### config.mk
export PLATFORM = sky130hd
export DESIGN_NAME = ssf_flags
export DESIGN_NICKNAME = d
export VERILOG_FILES = /design/src/common/ssf_pkg.sv /design/src/design/ssf_flags.sv /design/src/design/ssf_irq_pin.sv
export SDC_FILE = /design/constraint.sdc
export NUM_CORES = 1
export LEC_CHECK = 0
export BUFFER_PORTS_ARGS = -buffer_cell sky130_fd_sc_hd__buf_2
export CAP_MARGIN = 20
export CORE_ASPECT_RATIO = 1.75
export CORE_MARGIN = 4
export CORE_UTILIZATION = 58
export CTS_BUF_LIST = sky130_fd_sc_hd__clkbuf_2
export DETAILED_ROUTE_END_ITERATION = 12
export GPL_ROUTABILITY_DRIVEN = 1
export GPL_TIMING_DRIVEN = 0
export PLACE_DENSITY = 0.82
export REMOVE_ABC_BUFFERS = 1
export SYNTH_ARGS = -nofsm -noshare
export SYNTH_HDL_FRONTEND = slang
export SYNTH_SLANG_ARGS = --single-unit
export TNS_END_PERCENT = 1
### constraint.sdc
create_clock -name mclk -period 2.2 [get_ports mclk]
set_clock_uncertainty 0.2 [all_clocks]
set_input_delay 0.44 -clock mclk [delete_from_list [all_inputs] [get_ports mclk]]
set_output_delay 0.44 -clock mclk [all_outputs]
set_load 0.01 [all_outputs]
### src/common/ssf_pkg.sv
// Package for the status-flag and interrupt-source logic
package ssf_pkg;
    localparam int SSF_AW = 8;
    localparam int SSF_DW = 8;
    // Register offsets
    localparam logic [7:0] SSF_A_EVENT = 8'h0b;
    localparam logic [7:0] SSF_A_BUFCTL = 8'h28;
    localparam logic [7:0] SSF_A_WMARK = 8'h29;
    localparam logic [7:0] SSF_A_ROUTE1 = 8'h2a;
    localparam logic [7:0] SSF_A_ROUTE2 = 8'h2b;
    localparam logic [7:0] SSF_A_SELF = 8'h2e;
    // Sample register ranges
    localparam logic [7:0] SSF_A_SMP_LO0 = 8'h08;
    localparam logic [7:0] SSF_A_SMP_HI0 = 8'h0a;
    localparam logic [7:0] SSF_A_SMP_LO1 = 8'h0e;
    localparam logic [7:0] SSF_A_SMP_HI1 = 8'h15;
    // Event bit positions, shared by flag and route registers, and the route-only polarity bit
    localparam int SSF_B_NEWSMP = 0;
    localparam int SSF_B_BUFRDY = 1;
    localparam int SSF_B_WMARK = 2;
    localparam int SSF_B_OVRUN = 3;
    localparam int SSF_B_MOTION = 4;
    localparam int SSF_B_STILL = 5;
    localparam int SSF_B_ACTLOW = 7;
    localparam int SSF_NEVT = 6;
    // Buffer control and self check fields
    localparam int SSF_B_THRHI = 3;
    localparam int SSF_B_MODE_LO = 0;
    localparam int SSF_B_SELFCHK = 0;
    // Reset values
    localparam logic [7:0] SSF_RST_WMARK = 8'h80;
    localparam logic [7:0] SSF_RST_ZERO = 8'h00;
    // Buffer modes
    typedef enum logic [1:0] {
        SSF_MODE_OFF = 2'b00,
        SSF_MODE_OLDEST = 2'b01,
        SSF_MODE_STREAM = 2'b10,
        SSF_MODE_TRIG = 2'b11
    } ssf_mode_t;
endpackage : ssf_pkg

### src/design/ssf_flags.sv
// Status flags, interrupt routing and self check control
`timescale 1ns/10ps
module ssf_flags #(
    parameter int CNT_W = 10
) (
    // Clock and reset
    input logic mclk,
    input logic srst,
    // Decoded register port from the serial interface
    input logic [ssf_pkg::SSF_AW-1:0] reg_addr,
    input logic reg_wr,
    input logic [ssf_pkg::SSF_DW-1:0] reg_wdata,
    input logic reg_rd_begin,
    input logic reg_rd_finish,
    output logic [ssf_pkg::SSF_DW-1:0] reg_rdata,
    // Motion detector
    input logic motion_evt,
    input logic stillness_evt,
    // Sample path
    input logic sample_new,
    // Sample buffer
    input logic [CNT_W-1:0] buf_count,
    input logic buf_out_valid,
    input logic buf_push,
    input logic buf_full,
    input logic buf_pop,
    output logic [1:0] buf_mode,
    // Self check
    output logic self_check_drive,
    // Interrupt pins
    output logic irq_pin_one,
    output logic irq_pin_one_oe_n,
    output logic irq_pin_two,
    output logic irq_pin_two_oe_n
);
    import ssf_pkg::*;

    function automatic logic is_sample_addr(input logic [SSF_AW-1:0] a);
        is_sample_addr = ((a >= SSF_A_SMP_LO0) && (a <= SSF_A_SMP_HI0)) ||
                         ((a >= SSF_A_SMP_LO1) && (a <= SSF_A_SMP_HI1));
    endfunction : is_sample_addr

    function automatic logic wr_hit(input logic [SSF_AW-1:0] a,
                                    input logic [SSF_AW-1:0] target,
                                    input logic we);
        wr_hit = we && (a == target);
    endfunction : wr_hit

    // Configuration registers
    logic [SSF_DW-1:0] bufctl_r;
    logic [SSF_DW-1:0] wmark_r;
    logic [SSF_DW-1:0] route1_r;
    logic [SSF_DW-1:0] route2_r;
    logic [SSF_DW-1:0] self_r;

    // Flags
    logic motion_flag_r;
    logic stillness_flag_r;
    logic newsmp_r;
    logic newsmp_nxt;
    logic wmark_flag_r;
    logic bufrdy_r;
    logic ovrun_r;
    logic ovrun_nxt;

    // Sample read tracking
    logic in_read_r;
    logic pend_r;
    logic smp_rd_begin;
    logic evt_rd_begin;

    // Threshold and mode
    logic [CNT_W-1:0] threshold;
    logic thr_hi;
    logic buf_off;
    logic [SSF_NEVT-1:0] events;
    logic [SSF_DW-1:0] flag_byte;

    assign smp_rd_begin = reg_rd_begin && is_sample_addr(reg_addr);
    assign evt_rd_begin = reg_rd_begin && (reg_addr == SSF_A_EVENT);
    assign buf_mode = bufctl_r[SSF_B_MODE_LO +: 2];
    assign buf_off = (buf_mode == SSF_MODE_OFF);
    assign thr_hi = bufctl_r[SSF_B_THRHI];
    assign threshold = CNT_W'({thr_hi, wmark_r});
    assign self_check_drive = self_r[SSF_B_SELFCHK];

    // Buffer control register
    always_ff @(posedge mclk) begin
        if (srst) begin
            bufctl_r <= SSF_RST_ZERO;
        end else if (wr_hit(reg_addr, SSF_A_BUFCTL, reg_wr)) begin
            bufctl_r <= reg_wdata;
        end
    end

    // Watermark threshold register; the large reset value keeps it quiet
    always_ff @(posedge mclk) begin
        if (srst) begin
            wmark_r <= SSF_RST_WMARK;
        end else if (wr_hit(reg_addr, SSF_A_WMARK, reg_wr)) begin
            wmark_r <= reg_wdata;
        end
    end

    // Route registers
    always_ff @(posedge mclk) begin
        if (srst) begin
            route1_r <= SSF_RST_ZERO;
        end else if (wr_hit(reg_addr, SSF_A_ROUTE1, reg_wr)) begin
            route1_r <= reg_wdata;
        end
    end

    always_ff @(posedge mclk) begin
        if (srst) begin
            route2_r <= SSF_RST_ZERO;
        end else if (wr_hit(reg_addr, SSF_A_ROUTE2, reg_wr)) begin
            route2_r <= reg_wdata;
        end
    end

    // Self check enable
    always_ff @(posedge mclk) begin
        if (srst) begin
            self_r <= SSF_RST_ZERO;
        end else if (wr_hit(reg_addr, SSF_A_SELF, reg_wr)) begin
            self_r <= reg_wdata;
        end
    end

    // Motion and stillness: event wins over the read clear
    always_ff @(posedge mclk) begin
        if (srst) begin
            motion_flag_r <= 1'b0;
        end else if (motion_evt) begin
            motion_flag_r <= 1'b1;
        end else if (evt_rd_begin) begin
            motion_flag_r <= 1'b0;
        end
    end

    always_ff @(posedge mclk) begin
        if (srst) begin
            stillness_flag_r <= 1'b0;
        end else if (stillness_evt) begin
            stillness_flag_r <= 1'b1;
        end else if (evt_rd_begin) begin
            stillness_flag_r <= 1'b0;
        end
    end

    // Sample read window, from begin to finish
    always_ff @(posedge mclk) begin
        if (srst) begin
            in_read_r <= 1'b0;
        end else if (smp_rd_begin) begin
            in_read_r <= 1'b1;
        end else if (reg_rd_finish) begin
            in_read_r <= 1'b0;
        end
    end

    // Samples arriving during a read wait here until it ends
    always_ff @(posedge mclk) begin
        if (srst) begin
            pend_r <= 1'b0;
        end else if (in_read_r && reg_rd_finish) begin
            pend_r <= 1'b0;
        end else if (sample_new && (in_read_r || smp_rd_begin)) begin
            pend_r <= 1'b1;
        end
    end

    // New-sample flag next value
    always_comb begin
        newsmp_nxt = newsmp_r;
        if (smp_rd_begin) begin
            newsmp_nxt = 1'b0;
        end else if (in_read_r) begin
            if (reg_rd_finish) begin
                newsmp_nxt = pend_r || sample_new;
            end else begin
                newsmp_nxt = 1'b0;
            end
        end else if (sample_new) begin
            newsmp_nxt = 1'b1;
        end
    end

    always_ff @(posedge mclk) begin
        if (srst) begin
            newsmp_r <= 1'b0;
        end else begin
            newsmp_r <= newsmp_nxt;
        end
    end

    // Watermark follows the live count, so reads clear it on their own
    always_ff @(posedge mclk) begin
        if (srst) begin
            wmark_flag_r <= 1'b0;
        end else begin
            wmark_flag_r <= (buf_count >= threshold);
        end
    end

    // Buffer-ready condition
    always_ff @(posedge mclk) begin
        if (srst) begin
            bufrdy_r <= 1'b0;
        end else begin
            bufrdy_r <= buf_out_valid;
        end
    end

    // Overrun: a full buffer loses a sample in every active mode.
    // Stream and triggered lose the oldest, oldest-saved loses the new one.
    always_comb begin
        ovrun_nxt = ovrun_r;
        if (buf_off) begin
            ovrun_nxt = 1'b0;
        end else if (buf_push && buf_full) begin
            ovrun_nxt = 1'b1;
        end else if (buf_pop) begin
            ovrun_nxt = 1'b0;
        end
    end

    always_ff @(posedge mclk) begin
        if (srst) begin
            ovrun_r <= 1'b0;
        end else begin
            ovrun_r <= ovrun_nxt;
        end
    end

    // Event vector in route-bit order
    always_comb begin
        events = '0;
        events[SSF_B_NEWSMP] = newsmp_r;
        events[SSF_B_BUFRDY] = bufrdy_r;
        events[SSF_B_WMARK] = wmark_flag_r;
        events[SSF_B_OVRUN] = ovrun_r;
        events[SSF_B_MOTION] = motion_flag_r;
        events[SSF_B_STILL] = stillness_flag_r;
    end

    assign flag_byte = SSF_DW'(events);

    // Read data captured at read begin, before the read clears anything
    always_ff @(posedge mclk) begin
        if (srst) begin
            reg_rdata <= SSF_RST_ZERO;
        end else if (reg_rd_begin) begin
            unique case (reg_addr)
                SSF_A_EVENT: reg_rdata <= flag_byte;
                SSF_A_BUFCTL: reg_rdata <= bufctl_r;
                SSF_A_WMARK: reg_rdata <= wmark_r;
                SSF_A_ROUTE1: reg_rdata <= route1_r;
                SSF_A_ROUTE2: reg_rdata <= route2_r;
                SSF_A_SELF: reg_rdata <= self_r;
                default: reg_rdata <= SSF_RST_ZERO;
            endcase
        end
    end

    // Pin drivers
    ssf_irq_pin u_pin_one (
        .mclk(mclk),
        .srst(srst),
        .events(events),
        .route(route1_r),
        .pin_out(irq_pin_one),
        .pin_oe_n(irq_pin_one_oe_n)
    );

    ssf_irq_pin u_pin_two (
        .mclk(mclk),
        .srst(srst),
        .events(events),
        .route(route2_r),
        .pin_out(irq_pin_two),
        .pin_oe_n(irq_pin_two_oe_n)
    );
endmodule : ssf_flags

### src/design/ssf_irq_pin.sv
// Interrupt pin driver: mapped OR, polarity and high-Z
`timescale 1ns/10ps
module ssf_irq_pin (
    // Clock and reset
    input logic mclk,
    input logic srst,
    // Event conditions and route register
    input logic [ssf_pkg::SSF_NEVT-1:0] events,
    input logic [ssf_pkg::SSF_DW-1:0] route,
    // Pin
    output logic pin_out,
    output logic pin_oe_n
);
    import ssf_pkg::*;

    logic any_mapped;
    logic hit;

    assign any_mapped = |route[SSF_NEVT-1:0];
    assign hit = |(events & route[SSF_NEVT-1:0]);

    // Registered so the pin never glitches between flag updates
    always_ff @(posedge mclk) begin
        if (srst) begin
            pin_out <= 1'b0;
        end else begin
            pin_out <= hit ^ route[SSF_B_ACTLOW];
        end
    end

    // Unmapped pin and reset leave the pin floating
    always_ff @(posedge mclk) begin
        if (srst) begin
            pin_oe_n <= 1'b1;
        end else begin
            pin_oe_n <= ~any_mapped;
        end
    end
endmodule : ssf_irq_pin

### After elaboration in Yosys (flattened, before gate mapping)

Cells that the tools add are included.

* output and inout bits: 15
* logic and storage cells: 74
* bits in read-only memories: 0
* memories: 0
* register bits: 60
* bits in latches: 0
* bits in writable memories: 0
* bits of input ports: 38

* divide/modulo/power cells: 0
* bitwise gates (word level): 6
* reductions and logical operators: 28
* muxes and demuxes: 11
* add/subtract/negate cells: 0
* shift operators: 0
* order comparisons: 5
* equal/unequal tests: 6
* multipliers: 0

Operator list (count)
* case mux 8 bit (6 select lines): 1
* equality test 8 x 6 -> 1 bit (second input constant): 5
* OR reduction 6 bit: 4
* greater-or-equal comparator 8 x 4 -> 1 bit (second input constant): 2
* bitwise AND 6 bit: 2
* logical AND 1 bit: 12
* greater-or-equal comparator 10 x 9 -> 1 bit: 1
* two-way mux 1 bit: 10
* nonzero test 2 bit: 5
* equality test 8 x 4 -> 1 bit (second input constant): 1
* <= comparator 8 x 4 -> 1 bit (second input constant): 1
* <= comparator 8 x 5 -> 1 bit (second input constant): 1
* OR reduction 2 bit: 3
* logical OR 1 bit: 3
* zero test 2 bit: 1
* inverter 1 bit: 2
* bitwise XOR 1 bit: 2

### Depth between registers and ports, before layout

* depth in word-level cells: 6
* gate-level depth with buffers: 7
* mapped depth without buffers: 6

### By module

A second synthesis with hierarchy kept.

* cells, all modules: 322
* area, all modules: 3004.1 µm²

By module, submodules not included
* ssf_flags: cells an instance 298, seq. area each 1121.1 µm², times used 1, area an instance 2738.9 µm²
* ssf_irq_pin: cells an instance 12, seq. area each 40.0 µm², times used 2, area an instance 132.6 µm²

### Worst setup path before layout

Ideal clock, no wire load.

* path kind: input port to flip-flop
* start point: input port reg_addr[1] (netlist name)
* end point: register reg_rdata[6] (netlist name)
* data arrival time: 1.562 ns
* buffers on the path: 2
* data required time: 1.878 ns
* path slack: 0.317 ns
* library setup time: 0.122 ns
* cell stages on the path: 5
* cells stage by stage: buf_4 -> buf_2 -> mux4_2 -> a32oi_1 -> o21ai_1

* longest elaborated chain between the ends: 2
* elaborated cells on any way between the ends: 7
* those cells by class: 6 x eq/ne; 1 x mux

RTL lines
* from (decl): RTL line ssf_flags.sv:10 `input logic [ssf_pkg::SSF_AW-1:0] reg_addr,`
* equality test 8 x 6 -> 1 bit or equality test 8 x 4 -> 1 bit (tied branches): RTL line ssf_flags.sv:255 `unique case (reg_addr)`
* case mux 8 bit (6 select lines) *: RTL line ssf_flags.sv:255
* to (signal assigned): RTL line ssf_flags.sv:256 `SSF_A_EVENT: reg_rdata <= flag_byte;`
* to (signal assigned): RTL line ssf_flags.sv:257 `SSF_A_BUFCTL: reg_rdata <= bufctl_r;`
* to (signal assigned): RTL line ssf_flags.sv:258 `SSF_A_WMARK: reg_rdata <= wmark_r;`
* to (decl): RTL line ssf_flags.sv:15 `output logic [ssf_pkg::SSF_DW-1:0] reg_rdata,`

Mark *: on every way between the ends. The rest lies on a longest branch, timed or not.
A chain may end at the register's enable or synchronous reset.

### Worst setup path in the final report

* start point: input port reg_addr[3] (netlist name)
* end point: register route2_r[4]

* longest elaborated chain between the ends: 2

RTL lines
* equality test 8 x 6 -> 1 bit: RTL line ssf_flags.sv:46 `wr_hit = we && (a == target);`
* logical AND 1 bit: RTL line ssf_flags.sv:46
* to (signal assigned): RTL line ssf_flags.sv:118 `route2_r <= reg_wdata;`
* to (decl): RTL line ssf_flags.sv:53 `logic [SSF_DW-1:0] route2_r;`

Every way passes these cells.

==> results by group <==
Run status
  • Status: finished clean

STA
  • Fin Hold WS: 20.9 ps
  • RSZ-0062 raised after global routing: true
  • Max Freq: 0.493 GHz
  • TNS Setup: 0 ps
  • Final Hold Vio Count: 0
  • Post-route minimum period: 2030 ps
  • Setup violators final: 0
  • Final period utilization: 92.1%
  • Fin. max-slew vios: 0
  • Setup ws final: 173 ps
  • Relative slew slack: 31.8%
  • Slew @ Worst Pin: 1020 ps

Place
  • Pre-CTS setup slack: -369 ps
  • Port bufs: 52
  • GPL Wtd Cong: 0.849
  • HPWL Detailed: 5210 um

Finish
  • Util after Layout: 68.1%
  • Area delta synth->final: 13.4%
  • Share of layout cells above drive strength 1: 20.5%
  • Ant. Diodes: 0
  • Nets: 433

Clock network
  • Root Buffer: clkbuf_2
  • CTS H-Tree Depth: 3
  • CTS tree: built
  • CTS buffer count: 9
  • Num Clock Sinks: 60
  • Resized cells post-CTS: 0
  • Clk slew on worst S/H paths: 160 ps
  • Max clock buf depth: 2
  • Clock Latency Late Sink: 510 ps

Critical path
  • Worst path bufs/invs: 1
  • Critical Path Source Type: input port
  • Delay-heaviest family, CP: simple AND/OR/NAND/NOR gates
  • Max Fanout on Critical Path: 15
  • R2r setup slk: 340 ps
  • Data required, critical path: 2390 ps
  • Critical path's slowest cell: nand4_1
  • Setup Crit Path Kind: input port to flop
  • CP Cell Sequence: buf_2 -> nor2b_1 -> nand4_1 -> nand3b_1 -> o21ai_0
  • Crit-path max cell delay: 680 ps
  • CP endpoint kind: flop
  • CP arrival: 2210 ps

Yosys
  • Synth Cell Area: 0.00299 mm2
  • Number of synthesized flops with an enable pin: 0
  • Top cell type's share of synthesized area: 40.2%
  • Most common cell in the netlist: dfxtp_1
  • Mean post-synth cell area: 8.88 um2
  • Synth warn: 0
  • Most used flip-flop cell after synthesis: dfxtp_1
  • Synth Register Bits: 60
  • Post-synthesis sequential area ratio: 40.2%
  • Ys async rst share: 0%
  • Synth top area cells: dfxtp_1 40%, nand3b_1 7.0%, o21ai_0 6.5%
  • Commonest cells in the netlist: 60 x dfxtp_1, 39 x o21ai_0, 29 x nor2_1
  • Mapped Cells: 337
  • Distinct cells, synth: 41
  • Yosys top cell by area: dfxtp_1

GRT
  • Initial antenna violation count: 0
  • First-pass GRT wire length: 12,100 um
  • Pin count of the biggest net entering global routing: 69
  • Vias in the first global route: 2,559
  • Gr usage total: 23.9%
  • Total grt overflow: 0

Floorplan
  • Die H: 103 um
  • Core ar.: 0.00498 mm2
  • DIE AREA: 0.00642 mm2
  • Die Wd: 62.3 um
  • Initial Utilization: 60.1%
  • Std cell rows: 34
  • Ports: 53

Drt
  • Final ANT Viol Nets: 0
  • DR WL/cell: 16.3 um
  • Drt total wl: 7260 um
  • Vias: 2,697
  • DRC Markers: 0
  • Routed vias/inst: 6.06
  • TritonRoute pass-1 iters: 5
  • Initial DRC Count: 169

Pwr
  • Final Power: 1.97 mW
  • Maximum VDD drop: 0.000731 V
  • Cell area power density: 580 mW/mm2
  • Pleak: 1.30 nW

Worst hold path
  • Hold Path Class: input port to flop

Job
  • Total of max-cap violations: 0
[flip-flops by register name, indices dropped and copies added (netlist names), 8 cells and up]
name / cells
wmark_r: 8
route2_r: 8
reg_rdata: 8
self_r: 8
route1_r: 8
bufctl_r: 8
[worst paths after layout]
check / start / to / cells after the start
worst min-delay path: reg_wdata[7] / self_r[7]$_SDFFE_PP0P_ / 3
worst max-delay path: reg_addr[3] / route2_r[4]$_SDFFE_PP0P_ / 5
worst max register to register: wmark_r[4]$_SDFFE_PP0P_ / wmark_flag_r$_SDFF_PP0_ / 6
worst min register to register: reg_rdata[6]$_SDFFE_PP0P_ / reg_rdata[6]$_SDFFE_PP0P_ / 2
[tightest hold or removal path, cell delays in order]
cell,delay [ps]
buf_2,130
nand3_1,70
a21oi_1,50
[cell families after synthesis]
logic type      count (synthesis)  share of synthesized area [%]
buf+inv                        38                           6.19
mux                            11                           7.03
compound gates                 79                           16.0
flops                          60                           40.2
fa+ha+maj                       9                           3.76
xor+xnor                        2                          0.586
simple gates                  138                           26.3
[stage by stage]
| stage | instances | area (um2) |
|---|---|---|
| after floorplan | 313 | 2860 |
| after global placement | 419 | 3190 |
| after detailed placement | 419 | 3190 |
| after CTS | 444 | 3380 |
| after global routing | 445 | 3390 |
| final | 445 | 3390 |
[power by group]
group	internal [mW]	leakage (nW)	switching, mW
clock	0.266	0.0717	0.397
sequential	1.10	0.486	0.0112
combinational	0.0862	0.744	0.107
total	1.45	1.30	0.515
[routing by layer]
metal / vias up / share of wire (%) / routed length [um] / GRT usage, %
met2: 94 / 53 / 3840 / 40.8
met4: 0 / 2.8 / 204 / 14.4
li1: 1316 / - / - / -
met3: 17 / 5.3 / 388 / 4.91
met1: 1270 / 39 / 2820 / 27.3
met5: - / 0 / 0 / 0
[layout by cell type, fill, tap and decap left out, types with 2 or more instances in the layout]
master and instances:
dfxtp_1 60, nor2b_1 7, nand3b_1 28, a32oi_1 2, a21o_1 2, and2_0 4, ha_1 9, nand4_1 5
mux4_2 8, dlygate4sd3_1 9, mux2i_1 3, buf_2 52, a21oi_1 13, a311oi_1 8, a22oi_1 7, nor2_1 29
o21ai_0 39, nand3_1 16, and3_1 2, nand2b_1 10, nor4_1 2, nor3_1 6, a211oi_1 3, xnor2_1 2
clkbuf_2 11, clkinv_2 3, and2_1 4, nand2_1 19, inv_1 14
[cell type report]
class	instances	area [um2]
Inverter	14	52.6
Timing Repair Buffer	62	358
Sequential cell	60	1200
Clock buffer	11	55.1
Multi-Input combinational cell	239	1610
Fill cell	431	1590
Tap cell	54	67.6
Clock inverter	5	52.6
[repair_timing]
action                                  4_1_cts  5_1_grt
endpoints found under the setup margin        0        4
endpoints found under the hold margin        10        0
buffers inserted                              0        1
hold buffers                                  9        0
Power figures use the tool's default switching activity.
